### src/rtl/mnco_pkg.sv
// constants, field layouts and carrier types for the main oscillator control block
// ============================================================================
// Operation
// cfg bit 3 enables main oscillator
// software enables oscillator in complex modes
// no shift wanted: keep enabled, word zero
// cfg bit 2 selects fractional accumulation
// cfg bit 1 picks lower sideband
// cfg bit 0: channels follow main requests
// fields kept per path, page selects
// auto source zero: no automatic requests
// codes 1..6 request after byte write
// request rising edge loads tuning word
// ack set on load, cleared by low
// sync option loads on reference edge
// tuning word is six bytes, 48 bits
// automatic request behaves like software request
// update bits 7 and 3 read zero
package mnco_pkg;

  // ==========================================================================
  // register bus geometry
  localparam int          ADDR_W         = 12;       // register address width
  localparam int          DATA_W         = 8;        // register data width
  localparam int          WORD_W         = 48;       // tuning word width
  localparam int          WORD_BYTES     = 6;        // bytes in the tuning word

  // ==========================================================================
  // register offsets
  localparam logic [11:0] ADDR_PAGE      = 12'h008;  // output path page select
  localparam logic [11:0] ADDR_CFG       = 12'h112;  // main_nco_datapath_config
  localparam logic [11:0] ADDR_UPD       = 12'h113;  // nco_update_control
  localparam logic [11:0] ADDR_WORD0     = 12'h114;  // tuning word bits 7:0
  localparam logic [11:0] ADDR_WORD5     = 12'h119;  // tuning word bits 47:40

  // ==========================================================================
  // field positions
  localparam int          UPD_REQ_BIT    = 0;        // tuning_load_request
  localparam int          UPD_ACK_BIT    = 1;        // tuning_load_ack
  localparam int          UPD_SYNC_BIT   = 2;        // tuning_load_on_sync
  localparam int          UPD_MODE_LSB   = 4;        // auto_request_source low bit
  localparam int          UPD_MODE_MSB   = 6;        // auto_request_source high bit

  // ==========================================================================
  // reset values and codes
  localparam logic [2:0]  MODE_OFF       = 3'h0;     // no automatic requests
  localparam logic [2:0]  MODE_STEP      = 3'h1;     // code of byte 0
  localparam logic [1:0]  PAGE_RST       = 2'h3;     // both paths selected

  // per-path datapath configuration, bit order matches the register
  typedef struct packed {
    logic enable;    // main_osc_enable
    logic frac;      // fractional_accum_enable
    logic sideband;  // sideband_select
    logic follow;    // channel_osc_follow_main
  } mnco_cfg_t;

  localparam mnco_cfg_t   CFG_RST        = '{enable: 1'b0, frac: 1'b0, sideband: 1'b0, follow: 1'b1};

  // one register access, issued for a single cycle
  typedef struct packed {
    logic              wr;     // write strobe
    logic              rd;     // read strobe
    logic [11:0]       addr;   // register offset
    logic [7:0]        wdata;  // write data
  } mnco_bus_t;

endpackage

### src/rtl/mnco_main_ctrl.sv
// paged control, tuning word load and acknowledge logic for the main oscillators
`timescale 1ns/10ps
`default_nettype none
module mnco_main_ctrl
  import mnco_pkg::*;
#(
  parameter int NUM_PATHS = 2  // main output paths
) (
  input  wire logic                              ref_clk,       // 50 MHz clock
  input  wire logic                              rst,           // async, active high
  input  wire mnco_bus_t                         busReq,        // register access
  input  wire logic                              sysrefPin,     // external sync reference
  output logic      [DATA_W-1:0]                 rdData,        // read data
  output logic                                   rdValid,       // read data strobe
  output mnco_cfg_t [NUM_PATHS-1:0]              pathCfg,       // per-path configuration
  output logic      [NUM_PATHS-1:0][WORD_W-1:0]  activeWord,    // word in use by oscillator
  output logic      [NUM_PATHS-1:0]              loadStrobe,    // word and cal tone load pulse
  output logic      [NUM_PATHS-1:0]              ncoResetPulse  // oscillator reset on sync
);

  // ==========================================================================
  // storage
  logic      [1:0]        pageFF;                   // output_path_page_select
  mnco_cfg_t              cfgFF      [NUM_PATHS];   // datapath config per path
  logic      [2:0]        modeFF     [NUM_PATHS];   // auto_request_source
  logic                   onSyncFF   [NUM_PATHS];   // tuning_load_on_sync
  logic                   reqFF      [NUM_PATHS];   // tuning_load_request
  logic                   ackFF      [NUM_PATHS];   // tuning_load_ack
  logic                   autoReqFF  [NUM_PATHS];   // automatic request, one cycle late
  logic      [WORD_W-1:0] pendingFF  [NUM_PATHS];   // main_tuning_word as written
  logic      [NUM_PATHS-1:0] loadNow;               // load event this cycle
  logic      [NUM_PATHS-1:0] swRise;                // software rising edge of request
  logic      [NUM_PATHS-1:0] syncLoad;              // sync-triggered load
  logic      [DATA_W-1:0] nxt_rdData;               // read mux result
  logic                   sysMetaFF;                // sync stage one
  logic                   sysSyncFF;                // sync stage two
  logic                   sysDlyFF;                 // for edge detection
  logic                   sysEdge;                  // reference rising edge
  logic      [11:0]       wordOff;                  // offset into word bytes
  logic                   wordHit;                  // access falls on a word byte

  assign wordOff = busReq.addr - ADDR_WORD0;
  assign wordHit = (busReq.addr >= ADDR_WORD0) && (busReq.addr <= ADDR_WORD5);
  assign sysEdge = sysSyncFF & ~sysDlyFF;

  // ==========================================================================
  // reference synchroniser; the pin is asynchronous to ref_clk
  always_ff @(posedge ref_clk or posedge rst) begin
    if (rst) begin
      sysMetaFF <= 1'b0;
      sysSyncFF <= 1'b0;
      sysDlyFF  <= 1'b0;
    end else begin
      sysMetaFF <= sysrefPin;
      sysSyncFF <= sysMetaFF;
      sysDlyFF  <= sysSyncFF;
    end
  end

  // ==========================================================================
  // page select; one bit per path, writes reach every selected path
  always_ff @(posedge ref_clk or posedge rst) begin
    if (rst) begin
      pageFF <= PAGE_RST;
    end else if (busReq.wr && busReq.addr == ADDR_PAGE) begin
      pageFF <= busReq.wdata[1:0];
    end
  end

  // ==========================================================================
  // per-path registers and load logic
  for (genvar p = 0; p < NUM_PATHS; p++) begin : g_path
    logic sel;     // this path is paged in
    logic cfgWr;   // config write to this path
    logic updWr;   // update register write to this path
    logic autoHit; // byte write matching the auto source
    assign sel     = pageFF[p];
    assign cfgWr   = busReq.wr && sel && busReq.addr == ADDR_CFG;
    assign updWr   = busReq.wr && sel && busReq.addr == ADDR_UPD;
    // codes 1..6 map to bytes 0..5; code 0 and 7 never match a byte
    assign autoHit = busReq.wr && sel && wordHit && modeFF[p] != MODE_OFF &&
                     modeFF[p] == 3'(wordOff[2:0] + MODE_STEP);  // see
    assign swRise[p]   = updWr && busReq.wdata[UPD_REQ_BIT] && !reqFF[p];
    assign syncLoad[p] = sysEdge && onSyncFF[p];
    // an automatic request takes exactly the software path
    assign loadNow[p]  = swRise[p] || autoReqFF[p] || syncLoad[p];

    // configuration bits, each path stored on its own
    always_ff @(posedge ref_clk or posedge rst) begin
      if (rst) begin
        cfgFF[p] <= CFG_RST;
      end else if (cfgWr) begin
        cfgFF[p] <= mnco_cfg_t'(busReq.wdata[3:0]);  // see see see see
      end
    end

    // update register writable fields; reserved bits are not stored
    always_ff @(posedge ref_clk or posedge rst) begin
      if (rst) begin
        modeFF[p]   <= MODE_OFF;
        onSyncFF[p] <= 1'b0;
        reqFF[p]    <= 1'b0;
      end else if (updWr) begin
        modeFF[p]   <= busReq.wdata[UPD_MODE_MSB:UPD_MODE_LSB];  // see
        onSyncFF[p] <= busReq.wdata[UPD_SYNC_BIT];
        reqFF[p]    <= busReq.wdata[UPD_REQ_BIT];
      end
    end

    // pending word bytes; the request fires the cycle after the byte lands
    always_ff @(posedge ref_clk or posedge rst) begin
      if (rst) begin
        pendingFF[p] <= '0;
        autoReqFF[p] <= 1'b0;
      end else begin
        if (busReq.wr && sel && wordHit) begin
          pendingFF[p][{wordOff[2:0], 3'h0} +: DATA_W] <= busReq.wdata;
        end
        autoReqFF[p] <= autoHit;
      end
    end

    // acknowledge: a load in the same cycle as a clear wins
    always_ff @(posedge ref_clk or posedge rst) begin
      if (rst) begin
        ackFF[p] <= 1'b0;
      end else if (loadNow[p]) begin
        ackFF[p] <= 1'b1;
      end else if (updWr && !busReq.wdata[UPD_REQ_BIT]) begin
        ackFF[p] <= 1'b0;
      end
    end

    // active word and pulses towards the oscillator and cal tone
    always_ff @(posedge ref_clk or posedge rst) begin
      if (rst) begin
        activeWord[p]    <= '0;
        loadStrobe[p]    <= 1'b0;
        ncoResetPulse[p] <= 1'b0;
      end else begin
        if (loadNow[p]) begin
          activeWord[p] <= pendingFF[p];
        end
        loadStrobe[p]    <= loadNow[p];
        ncoResetPulse[p] <= syncLoad[p];
      end
    end

    // config straight to the datapath from a flop
    always_ff @(posedge ref_clk or posedge rst) begin
      if (rst) begin
        pathCfg[p] <= CFG_RST;
      end else begin
        pathCfg[p] <= cfgWr ? mnco_cfg_t'(busReq.wdata[3:0]) : cfgFF[p];
      end
    end
  end

  // ==========================================================================
  // read mux; with several paths paged in, the lowest one answers
  always_comb begin
    int rp;
    rp = 0;
    for (int i = NUM_PATHS - 1; i >= 0; i--) begin
      if (pageFF[i]) begin
        rp = i;
      end
    end
    nxt_rdData = '0;
    if (busReq.addr == ADDR_PAGE) begin
      nxt_rdData = {6'h00, pageFF};
    end else if (busReq.addr == ADDR_CFG) begin
      nxt_rdData = {4'h0, cfgFF[rp]};
    end else if (busReq.addr == ADDR_UPD) begin
      nxt_rdData = {1'b0, modeFF[rp], 1'b0, onSyncFF[rp], ackFF[rp], reqFF[rp]};
    end else if (wordHit) begin
      nxt_rdData = pendingFF[rp][{wordOff[2:0], 3'h0} +: DATA_W];
    end
  end

  // read data registered; valid the cycle after the strobe
  always_ff @(posedge ref_clk or posedge rst) begin
    if (rst) begin
      rdData  <= '0;
      rdValid <= 1'b0;
    end else begin
      rdValid <= busReq.rd;
      if (busReq.rd) begin
        rdData <= nxt_rdData;
      end
    end
  end

  logic upd0Rd;  // last read hit the update register
  always_ff @(posedge ref_clk or posedge rst) begin
    if (rst) begin
      upd0Rd <= 1'b0;
    end else begin
      upd0Rd <= busReq.rd && busReq.addr == ADDR_UPD;
    end
  end
endmodule // mnco_main_ctrl
`default_nettype wire

### config.mk
export PLATFORM = sky130hd
export DESIGN_NAME = mnco_main_ctrl
export DESIGN_NICKNAME = d
export VERILOG_FILES = /design/src/rtl/mnco_pkg.sv /design/src/rtl/mnco_main_ctrl.sv
export SDC_FILE = /design/constraint.sdc
export NUM_CORES = 1
export LEC_CHECK = 0
export BUFFER_PORTS_ARGS = -buffer_cell sky130_fd_sc_hd__buf_4
export CORE_MARGIN = 8
export CORE_UTILIZATION = 50
export DETAILED_ROUTE_END_ITERATION = 12
export GPL_TIMING_DRIVEN = 0
export PLACE_DENSITY = 0.74
export SYNTH_ARGS = -nofsm -noshare
export SYNTH_HDL_FRONTEND = slang
export SYNTH_SLANG_ARGS = --single-unit
export TNS_END_PERCENT = 30
### constraint.sdc
create_clock -name ref_clk -period 8.4 [get_ports ref_clk]
set_clock_uncertainty 0.1 [all_clocks]
set_input_delay 1.68 -clock ref_clk [delete_from_list [all_inputs] [get_ports ref_clk]]
set_output_delay 1.68 -clock ref_clk [all_outputs]
set_load 0.02 [all_outputs]
==> flow_metrics.env, run 1 <==
export IMPL_cts_tree="built"
export IMPL_ant_nets=0
export IMPL_worst_setup_path_end_kind="register"
export IMPL_ys_ff_latch=232
export IMPL_gr_total_overflow=0
export IMPL_wl_per_cell_um=22.88
export IMPL_start_util_pct=50.34
export IMPL_synth_cell_types=55
export IMPL_root_buffer="clkbuf_16"
export IMPL_cts_num_sinks=232
export IMPL_drt_wl_total_um=27890
export IMPL_final_cells=1219
export IMPL_slowest_delay_ns=0.97
export IMPL_fill_cells=1598
export IMPL_cts_buffers_inserted=25
export IMPL_place_gp_congestion=0.9263
export IMPL_final_nets=963
export IMPL_cp_max_fo=11
export IMPL_clockBufferDepth=3
export IMPL_synth_flop_cell="dfrtp_1"
export IMPL_fin_total_pwr_mw=2.332
export IMPL_hold_depth=0
export IMPL_via_per_inst=5.757
export IMPL_synth_simple_area_share_pct=9.021
export IMPL_first_iter_violations=532
export IMPL_synth_top_family_by_area="multiplexers"
export IMPL_cts_resized=0
export IMPL_fin_util_pct=61.52
export IMPL_dp_cells=1176
export IMPL_multi_input_area_mm2=0.003964
export IMPL_track_usage_pct=22.50
export IMPL_power_density_mw_per_mm2=189.8
export IMPL_cap_viol_max_count=0
export IMPL_yosysSeqAreaShare_pct=57.78
export IMPL_hold_path_class="register to register"
export IMPL_p_leak_nw=5.951
export IMPL_first_pass_iters=5
export IMPL_slowest_stage="nor3b_1"
export IMPL_required_ns=8.73
export IMPL_timing_rr_start="pageFF[1]"
export IMPL_die_w_um=157.8
export IMPL_synth_top_area_share_pct=56.74
export IMPL_layout_setup_ws_ns=3.372
export IMPL_seq_area_mm2=0.005811
export IMPL_status="finished, final reports clean"
export IMPL_grt_max_degree=118
export IMPL_synthXorXnorAreaFrac_pct=0.4355
export IMPL_path_cells="buf_4 -> clkbuf_1 -> inv_1 -> clkbuf_1 -> ha_1 -> clkbuf_1 -> nor3b_1 -> nand2_1 -> o21ai_0"
export IMPL_synthMuxAreaShare_pct=22.63
export IMPL_post_route_period_util_pct=59.86
export IMPL_die_h_um=157.8
export IMPL_grt_pass1_wl_um=42220
export IMPL_ios=142
export IMPL_setup_viol=0
export IMPL_num_antenna_cells=0
export IMPL_dp_hpwl_um=19580
export IMPL_hold_path_startpoint="sysMetaFF"
export IMPL_antenna_found_initial=0
export IMPL_synth_fa_ha_area_share_pct=0.6221
export IMPL_path_common_cell="clkbuf_1"
export IMPL_ys_warn_count=0
export IMPL_timing_critical_path_buf_inv=5
export IMPL_clkTransAtPathRegs_ns=0.06
export IMPL_postSynthAreaPerCell_um2=13.08
export IMPL_max_slew_margin_rel_pct=24.90
export IMPL_vdd_ir_drop_worst_v=0.0001257
export IMPL_fp_row_count=52
export IMPL_num_vias=7018
export IMPL_io_buffers=136
export IMPL_htree_levels=1
export IMPL_finalHoldViolations=0
export IMPL_syn2layout_area_growth_pct=22.20
export IMPL_post_cts_setup_buffers=0
export IMPL_worstPathArrival_ns=5.36
export IMPL_fmax_mhz=198.9
export IMPL_final_area_mm2=0.01229
export IMPL_worst_setup_path_type="input pin to register"
export IMPL_ctsHoldBuffers=0
export IMPL_fin_crit_ns=5.028
export IMPL_synth_compound_area_share_pct=6.706
export IMPL_core_area_mm2=0.01997
export IMPL_async_flop_share_pct=100.0
export IMPL_path_depth=9
export IMPL_worst_setup_path_start_kind="input pin"
export IMPL_clock_latency_ns=0.52
export IMPL_slew_violations=0
export IMPL_placed_cell_area_mm2=0.01145
export IMPL_synth_edf_count=0
export IMPL_drc=0
export IMPL_synthTopCellsByArea="dfrtp_1 57%, mux2_2 16%, mux4_2 4.9%"
export IMPL_reg2reg_slack_ns=5.03
export IMPL_die_area_mm2=0.02491
export IMPL_crit_family="buffers and inverters"
export IMPL_netlist_area_mm2=0.01006
export IMPL_rsz0062_at_grt="false"
export IMPL_synth_nets=799
export IMPL_syn_inst=769
export IMPL_worst_slew_pin_slew_ns=1.124
export IMPL_reg2reg_to="rdData[3]"
export IMPL_holdWs_ns=0.2515
export IMPL_hold_end="sysSyncFF"
export IMPL_fin_setup_tns_ns=0
export IMPL_rr_worst_depth=7
export IMPL_dp_slack_ns=2.895
export IMPL_grt_pass1_vias=7118
export IMPL_yosys_area_top_type="dfrtp_1"
export IMPL_drive_gt1_share_pct=40.57
[worst register-to-register path: stages (launching register included)]
cell      delay (ns)
dfstp_2         0.56
nor2b_1         0.22
buf_2           0.35
clkbuf_1        0.62
buf_2           0.44
mux4_2          0.37
a221oi_1        0.46
o21ai_0         0.13
[cells in the mapped netlist, types with 3 or more instances]
| library cell | count |
|---|---|
| dfrtp_1 | 228 |
| mux2_2 | 145 |
| nand2_1 | 110 |
| o21ai_0 | 65 |
| mux4_2 | 22 |
| clkbuf_1 | 21 |
| buf_4 | 11 |
| nand3_1 | 10 |
| a21oi_1 | 8 |
| buf_2 | 8 |
| mux2i_1 | 8 |
| nor2_1 | 8 |
| nor3_1 | 7 |
| mux2_1 | 6 |
| nand4_1 | 6 |
| a31oi_1 | 5 |
| and3_1 | 5 |
| buf_1 | 5 |
| ha_1 | 5 |
| inv_1 | 5 |
| nor3b_1 | 5 |
| nor4_1 | 5 |
| o21ai_1 | 5 |
| a311o_1 | 4 |
| and2_1 | 4 |
| dfstp_2 | 4 |
| nand2b_1 | 4 |
| o21ai_2 | 4 |
| xnor2_1 | 4 |
| a211o_1 | 3 |
| a221oi_1 | 3 |
| buf_6 | 3 |
| nor4_4 | 3 |
| o31ai_1 | 3 |
| or3_1 | 3 |
[cell usage in the layout (no fill, tap or decap), types with 5 or more instances in the layout]
| cell type | synthesis | layout |
|---|---|---|
| a21oi_1 | 8 | 8 |
| a31oi_1 | 5 | 5 |
| and3_1 | 5 | 5 |
| buf_1 | 5 | 5 |
| buf_2 | 8 | 8 |
| buf_4 | 11 | 147 |
| clkbuf_1 | 21 | 25 |
| clkbuf_16 | 0 | 25 |
| clkbuf_8 | 0 | 6 |
| clkinv_2 | 0 | 5 |
| dfrtp_1 | 228 | 228 |
| ha_1 | 5 | 5 |
| mux2_1 | 6 | 6 |
| mux2_2 | 145 | 145 |
| mux2i_1 | 8 | 8 |
| mux4_2 | 22 | 22 |
| nand2_1 | 110 | 110 |
| nand3_1 | 10 | 10 |
| nand4_1 | 6 | 6 |
| nor2_1 | 8 | 8 |
| nor3_1 | 7 | 7 |
| nor3b_1 | 5 | 5 |
| nor4_1 | 5 | 5 |
| o21ai_0 | 65 | 65 |
| o21ai_1 | 5 | 5 |
[kinds of logic after synthesis]
kind of cell | count (synthesis)
simple gates | 183
compound gates | 108
fa+ha+maj | 5
buf+inv | 55
mux | 181
flops | 232
xor+xnor | 5
[metal layers]
| layer | vias to the layer above | track usage, % | share of wire (%) |
|---|---|---|---|
| met5 | - | 0 | 0 |
| met1 | 3575 | 30.77 | 42 |
| li1 | 3097 | - | - |
| met4 | 0 | 7.797 | 3.3 |
| met3 | 59 | 4.696 | 8.4 |
| met2 | 287 | 35.10 | 46 |
[area by class of cell]
type	count	area share [%]
timing repair buffer	137	8.533
clock inverter	8	0.9368
clock buffer	35	5.885
inverter	6	0.2444
buffer	49	2.108
sequential	232	47.29
multi-input combinational	482	32.26
tap	270	2.749
[state kept, by name, summed over array words and instances, names as in the netlist, 6 cells and up]
register and cells:
activeWord 96, pathCfg 8, modeFF 6, pendingFF 96, rdData 8
[worst max path at each step]
stage | from | end
floorplan | rst | ackFF[0]
global placement | rst | rdData[1]
detailed placement | busReq[8] | pendingFF[85]
CTS | busReq[8] | pendingFF[64]
global route | busReq[8] | pendingFF[64]
finish | busReq[8] | pendingFF[20]
[report_power, final]
part | switching, mW | internal (mW)
Clock | 0.438 | 0.687
Combinational | 0.0662 | 0.0211
Sequential | 0.000427 | 1.12
Total | 0.505 | 1.83
Power figures use the tool's default switching activity.
==> inputs of run 2 (changes only) <==
ABC_AREA = 1   (was default)
clock period = 4.2 ns   (was 8.4 ns; I/O delays follow)
==> run 2 against run 1 <==
Sequential share of layout area shrank 2.5 points. Critical endpoint is now pendingFF[1]. Register-to-register slack worse by 3.7 ns. Highest routed layer unchanged. Worst hold slack improved by 0.0019 ns. Wire length is 24% higher.
==> flow_metrics.env, run 2 <==
export IMPL_grt_pass1_wl_um=53480
export IMPL_timing_critical_path_buf_inv=7
export IMPL_ys_ff_latch=232
export IMPL_drive_gt1_share_pct=22.14
export IMPL_cts_resized=0
export IMPL_p_leak_nw=6.750
export IMPL_syn2layout_area_growth_pct=22.83
export IMPL_met3_usage_pct=4.301
export IMPL_fin_crit_ns=3.407
export IMPL_die_area_mm2=0.02603
export IMPL_synthTopCellsByArea="dfrtp_1 54%, nand2_1 18%, nand3_1 3.9%"
export IMPL_layout_commonest_cell="nand2_1"
export IMPL_synth_most_common_cell="nand2_1"
export IMPL_grtUsageMet2_pct=43.11
export IMPL_die_h_um=161.3
export IMPL_drc=0
export IMPL_finalHoldViolations=0
export IMPL_ys_warn_count=0
export IMPL_slowest_stage="clkbuf_1"
export IMPL_synthTopCellsByCount="511 x nand2_1, 228 x dfrtp_1, 82 x nand3_1"
export IMPL_clock_latency_ns=0.53
export IMPL_netlist_area_mm2=0.01056
export IMPL_synth_edf_count=0
export IMPL_num_antenna_cells=0
export IMPL_hold_depth=0
export IMPL_htree_levels=1
export IMPL_grtUsageMet1_pct=35.15
export IMPL_cp_max_fo=11
export IMPL_post_cts_setup_buffers=0
export IMPL_place_gp_congestion=1.029
export IMPL_worst_setup_path_type="input pin to register"
export IMPL_gr_total_overflow=0
export IMPL_ctsHoldBuffers=0
export IMPL_num_vias=9233
export IMPL_hold_path_class="register to register"
export IMPL_setup_viol=0
export IMPL_worstPathArrival_ns=3.69
export IMPL_synth_cell_types=39
export IMPL_ant_nets=0
export IMPL_async_flop_share_pct=100.0
export IMPL_cts_tree="built"
export IMPL_yosysSeqAreaShare_pct=55.02
export IMPL_drt_wl_total_um=34530
export IMPL_max_slew_margin_rel_pct=53.61
export IMPL_synth_top_area_share_pct=54.02
export IMPL_slowest_delay_ns=0.49
export IMPL_ios=142
export IMPL_syn_inst=1240
export IMPL_worst_setup_path_start_kind="input pin"
export IMPL_track_usage_pct=26.63
export IMPL_via_per_inst=5.409
export IMPL_die_w_um=161.3
export IMPL_postSynthAreaPerCell_um2=8.517
export IMPL_status="finished, final reports clean"
export IMPL_fp_row_count=53
export IMPL_grt_max_degree=42
export IMPL_post_route_period_util_pct=81.11
export IMPL_path_depth=15
export IMPL_synth_nets=1270
export IMPL_fin_util_pct=62.10
export IMPL_rsz0062_at_grt="false"
export IMPL_crit_family="buffers and inverters"
export IMPL_path_cells="buf_4 -> buf_2 -> inv_1 -> clkbuf_1 -> ha_1 -> inv_1 -> o21ai_0 -> nand3_1 -> a21oi_4 -> nand2_4 -> clkinv_4 -> nand2_4 -> buf_6 -> nand2_2 -> o21ai_2"
export IMPL_top_regs="activeWord: 96 flops, pendingFF: 96 flops"
export IMPL_rr_worst_depth=11
export IMPL_worst_setup_path_end_kind="register"
export IMPL_core_area_mm2=0.02089
export IMPL_start_util_pct=50.56
export IMPL_slew_violations=0
export IMPL_cts_buffers_inserted=25
export IMPL_vdd_ir_drop_worst_v=0.0003211
export IMPL_power_density_mw_per_mm2=376.2
export IMPL_grt_pass1_vias=9143
export IMPL_worst_slew_pin_slew_ns=0.6950
export IMPL_cap_viol_max_count=0
export IMPL_yosys_area_top_type="dfrtp_1"
export IMPL_wl_per_cell_um=20.23
export IMPL_root_buffer="clkbuf_16"
export IMPL_final_cell_mix="511 x nand2_1, 228 x dfrtp_1, 142 x buf_4, 82 x nand3_1, 73 x inv_1"
export IMPL_final_nets=1443
export IMPL_top_usage_layer="met2"
export IMPL_required_ns=4.49
export IMPL_first_pass_iters=5
export IMPL_fmax_mhz=293.5
export IMPL_fin_setup_tns_ns=0
export IMPL_clockBufferDepth=3
export IMPL_io_buffers=140
export IMPL_cts_num_sinks=232
export IMPL_clkTransAtPathRegs_ns=0.06
export IMPL_synth_flop_cell="dfrtp_1"
export IMPL_dp_hpwl_um=26640
export IMPL_first_iter_violations=658
export IMPL_antenna_found_initial=0
==> run 2: cell families (layout without fill, tap and decap cells) <==
family	Yosys count	in the layout	share of synthesized area, %
AOI/OAI and AO/OA	195	195	10.86
xor gates and xnor gates	3	3	0.2488
adders and majority gates	5	5	0.5923
buffers and inverters	137	329	6.231
DFF	232	232	55.02
and+or+nand+nor	668	668	27.05
==> run 2: cell type report <==
| class | count | area, µm² |
|---|---|---|
| Sequential cell | 232 | 5811 |
| Timing Repair Buffer | 146 | 1171 |
| Buffer | 54 | 336.6 |
| Inverter | 83 | 325.3 |
| Fill cell | 1845 | 7916 |
| Clock inverter | 9 | 141.4 |
| Clock buffer | 37 | 750.7 |
| Tap cell | 275 | 344.1 |
| Multi-Input combinational cell | 871 | 4093 |
==> run 2: through the flow <==
step | worst slack (ns) | cells | power [mW] | hold WS (ns) | instance area [µm²]
floorplan | 0.2273 | 1240 | 2.453 | 0.2312 | 10570
global placement | -1.050 | 1655 | 2.566 | 0.2410 | 11960
detailed placement | 0.3415 | 1661 | 2.581 | 0.2426 | 12080
CTS | 0.9037 | 1707 | 4.917 | 0.2562 | 12970
global route | 0.6450 | 1707 | 5.032 | 0.2663 | 12970
finish | 0.7932 | 1707 | 4.880 | 0.2533 | 12970
==> run 2: path summary, 6_finish.rpt <==
| path | startpoint | endpoint | slack [ns] |
|---|---|---|---|
| min in group asynchronous | rst | activeWord[60] | 0.28 |
| hold / removal | sysMetaFF | sysSyncFF | 0.25 |
| setup / recovery | busReq[9] | pendingFF[1] | 0.79 |
| hold reg to reg | sysMetaFF | sysSyncFF | 0.25 |
| max in group asynchronous | rst | pathCfg[0] | 2.59 |
| setup reg to reg | pageFF[0] | rdData[3] | 1.32 |
==> run 2: per-layer routing <==
metal	up-vias	share of wire, %	wire (µm)
li1	4344	-	-
met1	4440	42	14490
met2	360	47	16200
met3	89	6.6	2293
met4	0	4.5	1555
met5	-	0	0
==> run 2: power by group <==
group	internal, mW	total [mW]	switching, mW
registers	2.25	2.25	0.00656
clock network	1.43	2.34	0.909
logic	0.0788	0.288	0.209
total	3.75	4.88	1.12
==> inputs of run 3 (changes only) <==
ABC_AREA = 0   (was 1)
PLACE_DENSITY = 0.71   (was 0.74)
clock period = 3.28 ns   (was 4.2 ns; I/O delays follow)
==> run 3 against run 2 <==
Die area decreased by 4.3%. Power is 15% higher. Critical path depth fell by 3. Via count shrank 24%. First-iteration DRC count fell by 30%. Worst hold slack lost 0.10 ns. Global-route usage decreased by 4.1 points. Cell count decreased by 28%. Worst setup slack worse by 0.73 ns. Sequential share of layout area is 2.4 points higher. Highest routed layer is now met5. Largest power group is now registers. Flip-flop and latch count unchanged. Non-clock buffer count down 6.
==> flow_metrics.env, run 3 (synthesis gave the netlist of run 1 again) <==
export IMPL_grt_pass1_wl_um=42290
export IMPL_dp_hpwl_um=19720
export IMPL_die_h_um=157.8
export IMPL_via_per_inst=5.730
export IMPL_slew_violations=0
export IMPL_num_vias=7008
export IMPL_final_area_mm2=0.01231
export IMPL_vdd_ir_drop_worst_v=0.0003964
export IMPL_max_slew_margin_rel_pct=35.79
export IMPL_cp_max_fo=11
export IMPL_root_buffer="clkbuf_16"
export IMPL_start_util_pct=50.34
export IMPL_place_gp_congestion=0.9232
export IMPL_rsz0062_at_grt="false"
export IMPL_power_density_mw_per_mm2=457.5
export IMPL_fin_total_pwr_mw=5.633
export IMPL_first_iter_violations=462
export IMPL_ctsHoldBuffers=0
export IMPL_hold_path_class="input pin to register"
export IMPL_worst_setup_path_start_kind="input pin"
export IMPL_htree_levels=1
export IMPL_cts_tree="built"
export IMPL_post_route_period_util_pct=97.95
export IMPL_setup_viol=0
export IMPL_io_buffers=136
export IMPL_final_nets=970
export IMPL_syn2layout_area_growth_pct=22.46
export IMPL_grt_max_degree=44
export IMPL_wl_per_cell_um=22.45
export IMPL_dp_cells=1180
export IMPL_required_ns=3.57
export IMPL_final_cell_mix="228 x dfrtp_1, 150 x buf_4, 145 x mux2_2, 110 x nand2_1, 65 x o21ai_0"
export IMPL_clockBufferDepth=3
export IMPL_placed_cell_area_mm2=0.01152
export IMPL_drive_gt1_share_pct=41.34
export IMPL_worstPathArrival_ns=3.51
export IMPL_clkTransAtPathRegs_ns=0.06
export IMPL_fin_crit_ns=3.213
export IMPL_cts_num_sinks=232
export IMPL_worst_slew_pin_slew_ns=0.9557
export IMPL_num_antenna_cells=0
export IMPL_drc=0
export IMPL_die_area_mm2=0.02491
export IMPL_first_pass_iters=4
export IMPL_antenna_found_initial=1
export IMPL_status="finished, final reports clean"
export IMPL_drt_wl_total_um=27460
export IMPL_layout_commonest_cell="dfrtp_1"
export IMPL_core_area_mm2=0.01997
export IMPL_finalHoldViolations=0
export IMPL_die_w_um=157.8
export IMPL_cap_viol_max_count=0
export IMPL_grt_pass1_vias=7118
export IMPL_ant_nets=0
export IMPL_gr_total_overflow=0
export IMPL_ios=142
export IMPL_clock_latency_ns=0.52
export IMPL_cts_buffers_inserted=24
export IMPL_worst_setup_path_end_kind="register"
export IMPL_track_usage_pct=22.54
export IMPL_p_leak_nw=5.963
export IMPL_fmax_mhz=311.2
export IMPL_top_regs="activeWord: 96 flops, pendingFF: 96 flops"
export IMPL_final_cells=1223
export IMPL_worst_setup_path_type="input pin to register"
export IMPL_fp_row_count=52
==> run 3: changes by cell type in the layout (fill, tap and decap cells not counted), sizes merged, moves of 17 or more <==
cell,delta
o21ai,-92
nand3,-74
nor2,-18
mux2,+151
inv,-77
buf,-17
mux4,+22
nand2,-422
==> run 3: critical path: stages <==
cell       delay (ns)
buf_4            0.18
inv_1            0.28
clkbuf_4         0.32
ha_1             0.25
nand2b_1         0.11
a221oi_4         0.30
o2111ai_4        0.23
or4_1            0.58
clkbuf_1         0.24
buf_6            0.21
nand2_1          0.07
o21ai_1          0.06
==> run 3: path summary, 6_finish.rpt <==
kind	startpoint	end	slack, ns	cells past startpoint
worst min-delay path	sysrefPin	sysMetaFF	0.15	1
worst max-delay path	busReq[8]	pendingFF[40]	0.07	12
max in group asynchronous	rst	activeWord[87]	1.92	4
min in group asynchronous	rst	activeWord[70]	0.20	2
worst min register to register	sysMetaFF	sysSyncFF	0.25	0
worst max register to register	pageFF[1]	rdData[3]	0.16	7
==> run 3: routing by layer <==
layer / GRT usage (%) / vias up / routed length, µm
met3: 4.805 / 56 / 2129
met5: 0 / - / 9
met1: 30.97 / 3581 / 11850
met2: 34.94 / 260 / 12590
met4: 7.797 / 2 / 879
li1: - / 3109 / -
==> run 3: through the flow <==
| stage | setup WS (ns) | hold WS (ns) | utilization [%] | TNS, ns |
|---|---|---|---|---|
| floorplan | -0.5087 | 0.2312 | - | -116.79 |
| global placement | -1.896 | 0.2350 | 57.17 | -548.79 |
| finish | 0.06712 | 0.1498 | 61.65 | 0 |
| global route | 0.008562 | 0.1288 | 61.65 | 0 |
| CTS | 0.03286 | 0.1303 | 61.52 | 0 |
| detailed placement | -1.221 | 0.2372 | 57.67 | -125.24 |
==> run 3: timing repair <==
item | 4_1_cts | 5_1_grt
setup buffers | 2 | 3
endpoints found under the setup margin | 103 | 54
pin swaps | 2 | 0
gates resized for setup | 3 | 4
==> run 3: report_power, final <==
part           switching [mW]  internal (mW)
combinational           0.170         0.0629
clock                    1.09           1.45
sequential           0.000994           2.87
==> run 3: cell type report <==
type / instances / area [µm²]
flip-flops and latches: 232 / 5811
plain buffers: 48 / 261.5
well taps: 270 / 337.8
fillers: 1566 / 7660
multi-input cells: 482 / 3969
repair buffers: 146 / 1184
clock inverters: 6 / 41.29
inverters: 6 / 26.28
clock buffers: 33 / 684.4
